File: src/inc/rsc_pkg.sv
`default_nettype none
package rsc_pkg;
    localparam int ADDR_W = 3;
    localparam int DATA_W = 16;
    localparam int GROUP_W = 8;
    localparam logic [2:0] ID_REG_IDX = 3'h0;
    localparam logic [2:0] RELAY_REG_IDX = 3'h3;
    localparam logic [15:0] RELAY_RESET = 16'h0000;
    localparam logic [15:0] READ_ZERO = 16'h0000;
    // Identity value is arbitrary
    localparam logic [4:0] CARD_ID_DEFAULT = 5'h15;
    localparam logic [2:0] TERM_TYPE_DEFAULT = 3'h1;
    localparam logic [2:0] TERM_ABSENT_CODE = 3'h7;
    localparam int CLK_PERIOD_NS = 20;
    localparam int LATCH_TIME_NS = 100;
    localparam int LATCH_CYCLES = (LATCH_TIME_NS + CLK_PERIOD_NS - 1) / CLK_PERIOD_NS;
    localparam int CNT_W = 4;
endpackage : rsc_pkg
`default_nettype wire

File: src/rtl/rsc_relay_switch_control.sv
`timescale 1ns/10ps
`default_nettype none
// Behaviour
// - Write to register 3 loads one bit per channel; all ones closes all.
// - Read of register 3 returns latched relay drive state per channel.
// - Reset opens every relay and status reads zero.
// - Status latches drive state a fixed delay after a write.
// - Normal traffic only if terminal module fitted at wake-up identification.
// - Sixteen channels 0 to 15, fed from two eight-line driver groups.
module rsc_relay_switch_control #(
    parameter logic [4:0] CARD_ID = rsc_pkg::CARD_ID_DEFAULT,
    parameter logic [2:0] TERM_TYPE = rsc_pkg::TERM_TYPE_DEFAULT
) (
    input wire logic clock_in,
    input wire logic rst_in,
    input wire logic [rsc_pkg::ADDR_W-1:0] reg_addr_in,
    input wire logic slot_register_write_in,
    input wire logic slot_register_read_in,
    input wire logic [rsc_pkg::DATA_W-1:0] wr_data_in,
    input wire logic terminal_present_in,
    output logic [rsc_pkg::DATA_W-1:0] rd_data_out,
    output logic rd_valid_out,
    output logic comm_ok_out,
    output logic [rsc_pkg::DATA_W-1:0] relay_drive_out
);
    localparam int NGROUPS = rsc_pkg::DATA_W / rsc_pkg::GROUP_W;

    initial begin
        if (rsc_pkg::LATCH_CYCLES < 2 || rsc_pkg::LATCH_CYCLES >= (1 << rsc_pkg::CNT_W)) begin
            $error("rsc_relay_switch_control: latch delay out of counter range");
        end
        if (rsc_pkg::DATA_W % rsc_pkg::GROUP_W != 0) begin
            $error("rsc_relay_switch_control: data width not whole driver groups");
        end
    end

    // Pin input, two stages before use
    logic term_meta_ff;
    logic term_sync_ff;
    always_ff @(posedge clock_in) begin
        if (rst_in) begin
            term_meta_ff <= 1'b0;
            term_sync_ff <= 1'b0;
        end else begin
            term_meta_ff <= terminal_present_in;
            term_sync_ff <= term_meta_ff;
        end
    end

    logic wake_ff;
    logic comm_ok_ff;
    logic [rsc_pkg::DATA_W-1:0] status_ff;
    logic [rsc_pkg::CNT_W-1:0] latch_cnt_ff;
    logic [rsc_pkg::DATA_W-1:0] rd_data_ff;
    logic rd_valid_ff;
    logic nxt_wake;
    logic nxt_comm_ok;
    logic [rsc_pkg::DATA_W-1:0] nxt_status;
    logic [rsc_pkg::CNT_W-1:0] nxt_latch_cnt;
    logic [rsc_pkg::DATA_W-1:0] nxt_rd_data;
    logic nxt_rd_valid;
    logic wr_acc;
    logic id_poll;

    // Presence is judged once, at the wake-up poll; later removal is not seen
    assign id_poll = slot_register_read_in && wake_ff && reg_addr_in == rsc_pkg::ID_REG_IDX;
    assign wr_acc = slot_register_write_in && comm_ok_ff && reg_addr_in == rsc_pkg::RELAY_REG_IDX;

    genvar g;
    generate
        for (g = 0; g < NGROUPS; g++) begin : g_drv
            rsc_driver_group #(
                .WIDTH(rsc_pkg::GROUP_W)
            ) u_grp (
                .clock_in(clock_in),
                .rst_in(rst_in),
                .load_in(wr_acc),
                .bits_in(wr_data_in[g*rsc_pkg::GROUP_W +: rsc_pkg::GROUP_W]),
                .drive_out(relay_drive_out[g*rsc_pkg::GROUP_W +: rsc_pkg::GROUP_W])
            );
        end
    endgenerate

    always_comb begin
        nxt_wake = wake_ff;
        nxt_comm_ok = comm_ok_ff;
        nxt_status = status_ff;
        nxt_latch_cnt = latch_cnt_ff;
        nxt_rd_data = rsc_pkg::READ_ZERO;
        nxt_rd_valid = slot_register_read_in;
        if (id_poll) begin
            nxt_wake = 1'b0;
            nxt_comm_ok = term_sync_ff;
            nxt_rd_data = {8'h00, CARD_ID, term_sync_ff ? TERM_TYPE : rsc_pkg::TERM_ABSENT_CODE};
        end else if (slot_register_read_in && comm_ok_ff && reg_addr_in == rsc_pkg::RELAY_REG_IDX) begin
            nxt_rd_data = status_ff;
        end
        // Drive lines settle one edge after the write; status copies them later
        if (wr_acc) begin
            nxt_latch_cnt = rsc_pkg::CNT_W'(rsc_pkg::LATCH_CYCLES);
        end else if (latch_cnt_ff != '0) begin
            nxt_latch_cnt = latch_cnt_ff - 1'b1;
            if (latch_cnt_ff == 1) begin
                nxt_status = relay_drive_out;
            end
        end
    end

    always_ff @(posedge clock_in) begin
        if (rst_in) begin
            wake_ff <= 1'b1;
            comm_ok_ff <= 1'b0;
            status_ff <= rsc_pkg::RELAY_RESET;
            latch_cnt_ff <= '0;
            rd_data_ff <= rsc_pkg::READ_ZERO;
            rd_valid_ff <= 1'b0;
        end else begin
            wake_ff <= nxt_wake;
            comm_ok_ff <= nxt_comm_ok;
            status_ff <= nxt_status;
            latch_cnt_ff <= nxt_latch_cnt;
            rd_data_ff <= nxt_rd_data;
            rd_valid_ff <= nxt_rd_valid;
        end
    end

    assign rd_data_out = rd_data_ff;
    assign rd_valid_out = rd_valid_ff;
    assign comm_ok_out = comm_ok_ff;

    a_write_loads_drive: assert property (@(posedge clock_in) disable iff (rst_in)
        wr_acc |=> relay_drive_out == $past(wr_data_in))
        else $error("relay drive not loaded by write");

    a_all_ones_close: assert property (@(posedge clock_in) disable iff (rst_in)
        wr_acc && wr_data_in == 16'hFFFF |=> relay_drive_out == 16'hFFFF)
        else $error("all ones did not close every relay");

    a_bit_channel_map: assert property (@(posedge clock_in) disable iff (rst_in)
        wr_acc |=> relay_drive_out[0] == $past(wr_data_in[0]) && relay_drive_out[15] == $past(wr_data_in[15]))
        else $error("channel bit mapping wrong");

    a_upper_group: assert property (@(posedge clock_in) disable iff (rst_in)
        wr_acc |=> relay_drive_out[15:8] == $past(wr_data_in[15:8]) && relay_drive_out[7:0] == $past(wr_data_in[7:0]))
        else $error("driver group split wrong");

    a_read_status: assert property (@(posedge clock_in) disable iff (rst_in)
        slot_register_read_in && comm_ok_ff && !wake_ff && reg_addr_in == rsc_pkg::RELAY_REG_IDX
        |=> rd_valid_out && rd_data_out == $past(status_ff))
        else $error("status read returned wrong value");

    a_reset_opens: assert property (@(posedge clock_in)
        rst_in |=> relay_drive_out == 16'h0000 && status_ff == 16'h0000 && !comm_ok_out)
        else $error("reset did not open relays");

    a_status_latch_delay: assert property (@(posedge clock_in) disable iff (rst_in)
        wr_acc ##1 (!wr_acc)[*5] |=> status_ff == relay_drive_out)
        else $error("status not latched after delay");

    a_status_not_early: assert property (@(posedge clock_in) disable iff (rst_in)
        wr_acc && latch_cnt_ff == 0 |=> $stable(status_ff))
        else $error("status latched too early");

    a_no_comm_ignored: assert property (@(posedge clock_in) disable iff (rst_in)
        slot_register_write_in && !comm_ok_ff |=> $stable(relay_drive_out))
        else $error("write accepted without terminal");

    a_wake_capture: assert property (@(posedge clock_in) disable iff (rst_in)
        id_poll |=> comm_ok_out == $past(term_sync_ff) && !wake_ff)
        else $error("presence not captured at wake poll");

    a_read_answer: assert property (@(posedge clock_in) disable iff (rst_in)
        slot_register_read_in |=> rd_valid_out)
        else $error("read strobe got no answer");

    a_idle_read_zero: assert property (@(posedge clock_in) disable iff (rst_in)
        !slot_register_read_in |=> !rd_valid_out && rd_data_out == 16'h0000)
        else $error("answer shown without a read");

    a_unmapped_zero: assert property (@(posedge clock_in) disable iff (rst_in)
        slot_register_read_in && reg_addr_in != rsc_pkg::RELAY_REG_IDX && reg_addr_in != rsc_pkg::ID_REG_IDX
        |=> rd_valid_out && rd_data_out == 16'h0000)
        else $error("unmapped read not zero");

    a_id_code: assert property (@(posedge clock_in) disable iff (rst_in)
        id_poll |=> rd_data_out[7:3] == CARD_ID && rd_data_out[15:8] == 8'h00)
        else $error("identification code wrong");

    a_absent_code: assert property (@(posedge clock_in) disable iff (rst_in)
        id_poll && !term_sync_ff |=> rd_data_out[2:0] == rsc_pkg::TERM_ABSENT_CODE)
        else $error("absent terminal code wrong");

    a_wake_once: assert property (@(posedge clock_in) disable iff (rst_in)
        !wake_ff |=> !wake_ff)
        else $error("wake state came back without reset");

    a_drive_hold: assert property (@(posedge clock_in) disable iff (rst_in)
        !wr_acc |=> $stable(relay_drive_out))
        else $error("relay drive moved without a write");

    a_comm_hold: assert property (@(posedge clock_in) disable iff (rst_in)
        !wake_ff |=> $stable(comm_ok_out))
        else $error("communication enable moved after wake");

    a_latch_cnt_range: assert property (@(posedge clock_in) disable iff (rst_in)
        latch_cnt_ff <= rsc_pkg::CNT_W'(rsc_pkg::LATCH_CYCLES))
        else $error("latch counter out of range");
endmodule : rsc_relay_switch_control
`default_nettype wire

File: src/rtl/rsc_driver_group.sv
`timescale 1ns/10ps
`default_nettype none
module rsc_driver_group #(
    parameter int WIDTH = 8
) (
    input wire logic clock_in,
    input wire logic rst_in,
    input wire logic load_in,
    input wire logic [WIDTH-1:0] bits_in,
    output logic [WIDTH-1:0] drive_out
);
    logic [WIDTH-1:0] drive_ff;
    logic [WIDTH-1:0] nxt_drive;

    initial begin
        if (WIDTH < 1) begin
            $error("rsc_driver_group: WIDTH must be at least 1");
        end
    end

    always_comb begin
        nxt_drive = drive_ff;
        if (load_in) begin
            nxt_drive = bits_in;
        end
    end

    always_ff @(posedge clock_in) begin
        if (rst_in) begin
            drive_ff <= '0;
        end else begin
            drive_ff <= nxt_drive;
        end
    end

    assign drive_out = drive_ff;
endmodule : rsc_driver_group
`default_nettype wire

File: config.mk
export PLATFORM = sky130hd
export DESIGN_NAME = rsc_relay_switch_control
export DESIGN_NICKNAME = d
export VERILOG_FILES = /design/src/inc/rsc_pkg.sv /design/src/rtl/rsc_relay_switch_control.sv /design/src/rtl/rsc_driver_group.sv
export SDC_FILE = /design/constraint.sdc
export NUM_CORES = 1
export LEC_CHECK = 0
export BUFFER_PORTS_ARGS = -buffer_cell sky130_fd_sc_hd__buf_4
export CAP_MARGIN = 10
export CORE_ASPECT_RATIO = 0.7
export CORE_MARGIN = 10
export CORE_UTILIZATION = 54
export CTS_BUF_LIST = sky130_fd_sc_hd__clkbuf_4 sky130_fd_sc_hd__clkbuf_8
export DETAILED_ROUTE_END_ITERATION = 8
export PLACE_DENSITY_LB_ADDON = 0.3
export SETUP_SLACK_MARGIN = 0.3
export SLEW_MARGIN = 10
export SYNTH_ARGS = -nofsm -noshare
export SYNTH_HDL_FRONTEND = slang
export SYNTH_SLANG_ARGS = --single-unit
File: constraint.sdc
create_clock -name clock_in -period 2 [get_ports clock_in]
set_input_delay 0.6 -clock clock_in [delete_from_list [all_inputs] [get_ports clock_in]]
set_output_delay 0.6 -clock clock_in [all_outputs]
set_load 0.03 [all_outputs]
# Word-level counts from Yosys, hierarchy flattened
# Index checks and enable logic that the tools add are counted.
[word_totals]
register_bits = 57
word_cells = 34
in_bits = 24
output_inout_bits = 34
[classes]
reduce_logical = 12
bitwise = 2
mux = 5
add_sub_neg = 1
n_eq_ne = 2
[op_table]
columns = ["cell", "count"]
rows = [
  ["$mux W8", 2],
  ["$mux W3", 3],
  ["$logic_and A1 B1 Y1", 6],
  ["$eq A4 B1 Y1 const B", 1],
  ["$reduce_bool A4 Y1", 1],
  ["$sub A4 B1 Y4 const B", 1],
  ["$eq A3 B2 Y1 const B", 1],
  ["$logic_not A3 Y1", 1],
  ["$reduce_and A3 Y1", 1],
  ["$reduce_or A3 Y1", 1],
  ["$not A1 Y1", 2],
  ["$reduce_bool A2 Y1", 1],
  ["$reduce_or A2 Y1", 1],
]

# Longest topological paths before layout
[depth]
word_depth = 4
mapped_depth = 6

# Hierarchy
# A second synthesis with hierarchy kept.
[unflattened]
cells_unflattened = 208
area_unflattened_um2 = 2184.6
[by_module_without_submodules]
columns = ["module", "area_per_inst_um2", "cells_per_inst", "instances"]
rows = [
  ["rsc_relay_switch_control", 1614.0, 156, 1],
  ["rsc_driver_group", 285.3, 26, 2],
]

# Worst setup path before layout
# Ideal clock, no wire load.
[synth_path]
path_type = "register to register"
from = "register latch_cnt_ff[0] in the netlist's numbering"
to = "register status_ff[10] in the netlist's numbering"
path_buffers = 1
path_stages_with_launch = 7
required_ns = 1.928
period_less_slack_ns = 1.808
t_arrival_ns = 1.736
setup_ns = 0.072
path_slack_ns = 0.192
path_cell_list = "dfxtp_1 -> inv_1 -> ha_1 -> or4b_4 -> a21oi_4 -> buf_12 -> mux2i_1"
[synth_via]
elab_chain_cells = 2
[synth_rtl]
columns = ["item", "line", "source"]
rows = [
  ["start: declaration", "rsc_relay_switch_control.sv:53", "logic [rsc_pkg::CNT_W-1:0] latch_cnt_ff;"],
  ["start signal: assignment", "rsc_relay_switch_control.sv:121", "latch_cnt_ff <= nxt_latch_cnt;"],
  ["$eq A4 B1 Y1 / $reduce_bool A4 Y1 (equally long branches)", "rsc_relay_switch_control.sv:103, rsc_relay_switch_control.sv:101", ""],
  ["$reduce_and A3 Y1 (no source line) *", "-", ""],
  ["end signal: assignment", "rsc_relay_switch_control.sv:113", "status_ff <= rsc_pkg::RELAY_RESET;"],
  ["end signal: assignment", "rsc_relay_switch_control.sv:120", "status_ff <= nxt_status;"],
  ["end: declaration", "rsc_relay_switch_control.sv:52", "logic [rsc_pkg::DATA_W-1:0] status_ff;"],
]
# Every way passes the cells marked *; elsewhere a longest branch is shown, timed or not.
# A chain may end at the register's enable or synchronous reset.

# Worst setup path in the final report
[layout_path]
from = "register latch_cnt_ff[0] in the netlist's numbering"
to = "register status_ff[1] in the netlist's numbering"
# The elaborated chain is that of the path after synthesis.

==> impl_metrics.toml <==
[yosys]
netlist-cell-type-count = 29
syn_area_per_cell_um2 = 9.902
synth_fp_nets = 248
yosysSeqAreaShare_pct = 52.14
synth_top_area_share_pct = 52.14
synth_warnings = 0
ys_ff_latch = 57
yosys.area.top_type = "dfxtp_1"
synthTopCellsByArea = "dfxtp_1, nand2b_1, mux2i_1"
synthesis.area_um2 = 2188
syn_inst = 221

[setup_path]
startpoint = "latch_cnt_ff[0]"
startpoint_type = "flip-flop"
max_stage_delay_ps = 490
slowest_stage = "or4b_4"
rr_worst_depth = 6
crit_cells = 6
critical-path-top-delay-family = "simple AND/OR/NAND/NOR gates"
crit_buf_inv = 2
end_kind = "flip-flop"
cp.required_ps = 2260
crit_fanout = 10
critPathArrivalTime_ps = 1930
r2r_slack_ps = 330
worstSetupPathType = "flip-flop to flip-flop"
endpoint = "status_ff[1]"
r2r-end = "status_ff[1]"
timing.rr.start = "latch_cnt_ff[0]"
crit_chain = "inv_4, ha_4, or4b_4, a21oi_4, buf_12, mux2i_1"

[clocking]
clk_latency_ps = 340
cts_tree = "yes"
htree_num_levels = 3
hold_buffers = 0
clock-sinks = 57
cts.clk_slew.worst_paths_ps = 60
cts_buffers = 9
cts_buffer_depth = 2
clock-root-buffer = "clkbuf_8"

[cells_and_area]
fin_nets = 312
final_common_cell = "buf_4"
n_fill_cell = 288
synthToLayoutAreaGrowth_pct = 33.79
drive_above_1_share_pct = 32.53
postLayoutCellArea_um2 = 2928
mostFrequentLayoutCells = "buf_4, dfxtp_1, nand2b_1"
antennaDiodeCount = 0

[job]
maxCapViolCount = 0

[sta]
setup_viol = 0
finalCritPeriodShare_pct = 83.55
period_minus_slack_ps = 1671
rsz0062_at_grt = "yes"
skew_ps = 4.800
worstMarginPinSlew_ps = 466.8
slew-limit-headroom_pct = 68.85
hold_violations = 0
finalSetupTns_ps = 0
drv_slew = 0
max_freq_mhz = 598.5

[worst_hold_path]
hold_class = "flip-flop to flip-flop"

[global_route]
grt_pass1_wl_mm = 7.976
grt_antenna_before_repair = 0
grt_pass1_vias = 1686
gr-total-overflow = 0
grt_max_degree = 32
grt_usage_pct = 14.72

[detailed_routing]
vias = 1768
via_per_inst = 5.185
post-route-drc-count = 0
drt_pass1_iterations = 5
drt-wirelength-per-cell_um = 15.02
routed_wl_mm = 5.123
drtIter0Drc = 114
antenna_left = 0

[placed_design]
dp_hpwl_mm = 3.496
gp_congestion = 0.8224
io_buffers = 57
dpl_cell_area_um2 = 2685

[die]
die_height_um = 73.26
die_area_um2 = 7039
rows = 19
start_util_pct = 55.79
fp.dieW_um = 96.09
coreArea_um2 = 3923
ios = 58

[status]
outcome = "finished clean"

[power_and_ir_drop]
total_power_uw = 2780
vdd_drop_max_mv = 0.6883
power.leakage_uw = 0.001238
power_density_nw_per_um2 = 949.4
logic make-up (layout without fill, tap and decap cells):
kind of cell / after synthesis / after routing / share of synthesized area, %
AO/OA/AOI/OAI: 45 / 45 / 12.12
XOR/XNOR: 2 / 2 / 0.8006
adder cells (fa/ha/maj): 3 / 3 / 1.715
buffers and inverters: 19 / 87 / 4.117
flip-flops: 57 / 57 / 52.14
multiplexers: 17 / 17 / 7.776
AND/OR/NAND/NOR: 78 / 78 / 21.33
power breakdown:
group          total [µW]  internal, µW  switching, µW
registers            1230          1180           41.9
logic                 493           265            229
clock network        1060           645            416
total                2780          2090            686
per-layer routing:
layer / up-vias / track usage, % / routed length [µm]
li1: 890 / - / -
met1: 805 / 17.97 / 2300
met2: 62 / 20.63 / 2268
met3: 11 / 6.816 / 459
met4: 0 / 8.809 / 94
met5: - / 0 / 0
timing repair:
item / in CTS / in global routing
setup endpoints to repair: 10 / 16
gates resized for setup: 2 / 4
setup buffers: 0 / 3
hold endpoints to repair: 0 / 0
flip-flops by register name, indices dropped and copies added (netlist names):
signal / flops
rd_data_out: 16
term_sync_ff: 1
rd_valid_out: 1
comm_ok_out: 1
term_meta_ff: 1
latch_cnt_ff: 4
status_ff: 16
g_drv.u_grp.drive_out: 16
wake_ff: 1
area by class of cell:
cell class                 count  area [µm²]  area share (%)
sequential                    57        1146           39.15
multi-input combinational    145       969.7           33.12
timing repair buffer          69       534.3           18.25
clock buffer                  12       158.9           5.427
inverter                       3       13.76          0.4701
tap                           52       65.06           2.222
clock inverter                 3       40.04           1.368
per-stage QoR:
step	setup slack [ps]	hold slack, ps	util (%)	cells
CTS	294.5	436.3	73.72	338
floorplan	286.4	413.8	-	221
global placement	266.7	418.3	68.45	323
detailed placement	228.9	422.3	68.45	323
finish	329.1	434.4	74.64	341
global route	238.7	466.6	74.64	341
worst register-to-register path: stages, from the launching register on:
cell and delay [ps]:
dfxtp_4 380, inv_4 40, ha_4 150, or4b_4 490, a21oi_4 180, buf_12 170
mux2i_1 180
synth_stat cells:
| library cell | n |
|---|---|
| a21oi_1 | 19 |
| a21bo_2 | 1 |
| buf_12 | 1 |
| clkbuf_1 | 13 |
| and3_1 | 10 |
| inv_1 | 3 |
| nor2b_1 | 3 |
| buf_2 | 2 |
| nand2_1 | 4 |
| nor2_1 | 3 |
| nand3_1 | 17 |
| dfxtp_1 | 57 |
| xor2_1 | 1 |
| a21oi_4 | 1 |
| nor3_1 | 2 |
| a21o_1 | 5 |
| xnor2_1 | 1 |
| nand2b_1 | 32 |
| and2_1 | 2 |
| o2bb2ai_1 | 2 |
| nor4b_1 | 1 |
| ha_1 | 3 |
| o21ai_0 | 16 |
| mux2i_1 | 17 |
| nand4b_1 | 1 |
| or3b_2 | 1 |
| and4b_2 | 1 |
| a2111oi_0 | 1 |
| or4b_4 | 1 |
worst min-delay path by stage:
stage                       from           end  slack, ps  depth (start not counted)
finish              term_meta_ff  term_sync_ff        430                          1
global route             wake_ff       wake_ff        470                          1
CTS                 term_meta_ff  term_sync_ff        440                          1
detailed placement  term_meta_ff  term_sync_ff        420                          1
global placement    term_meta_ff  term_sync_ff        420                          1
floorplan           term_meta_ff  term_sync_ff        410                          1
Power figures use the tool's default switching activity.
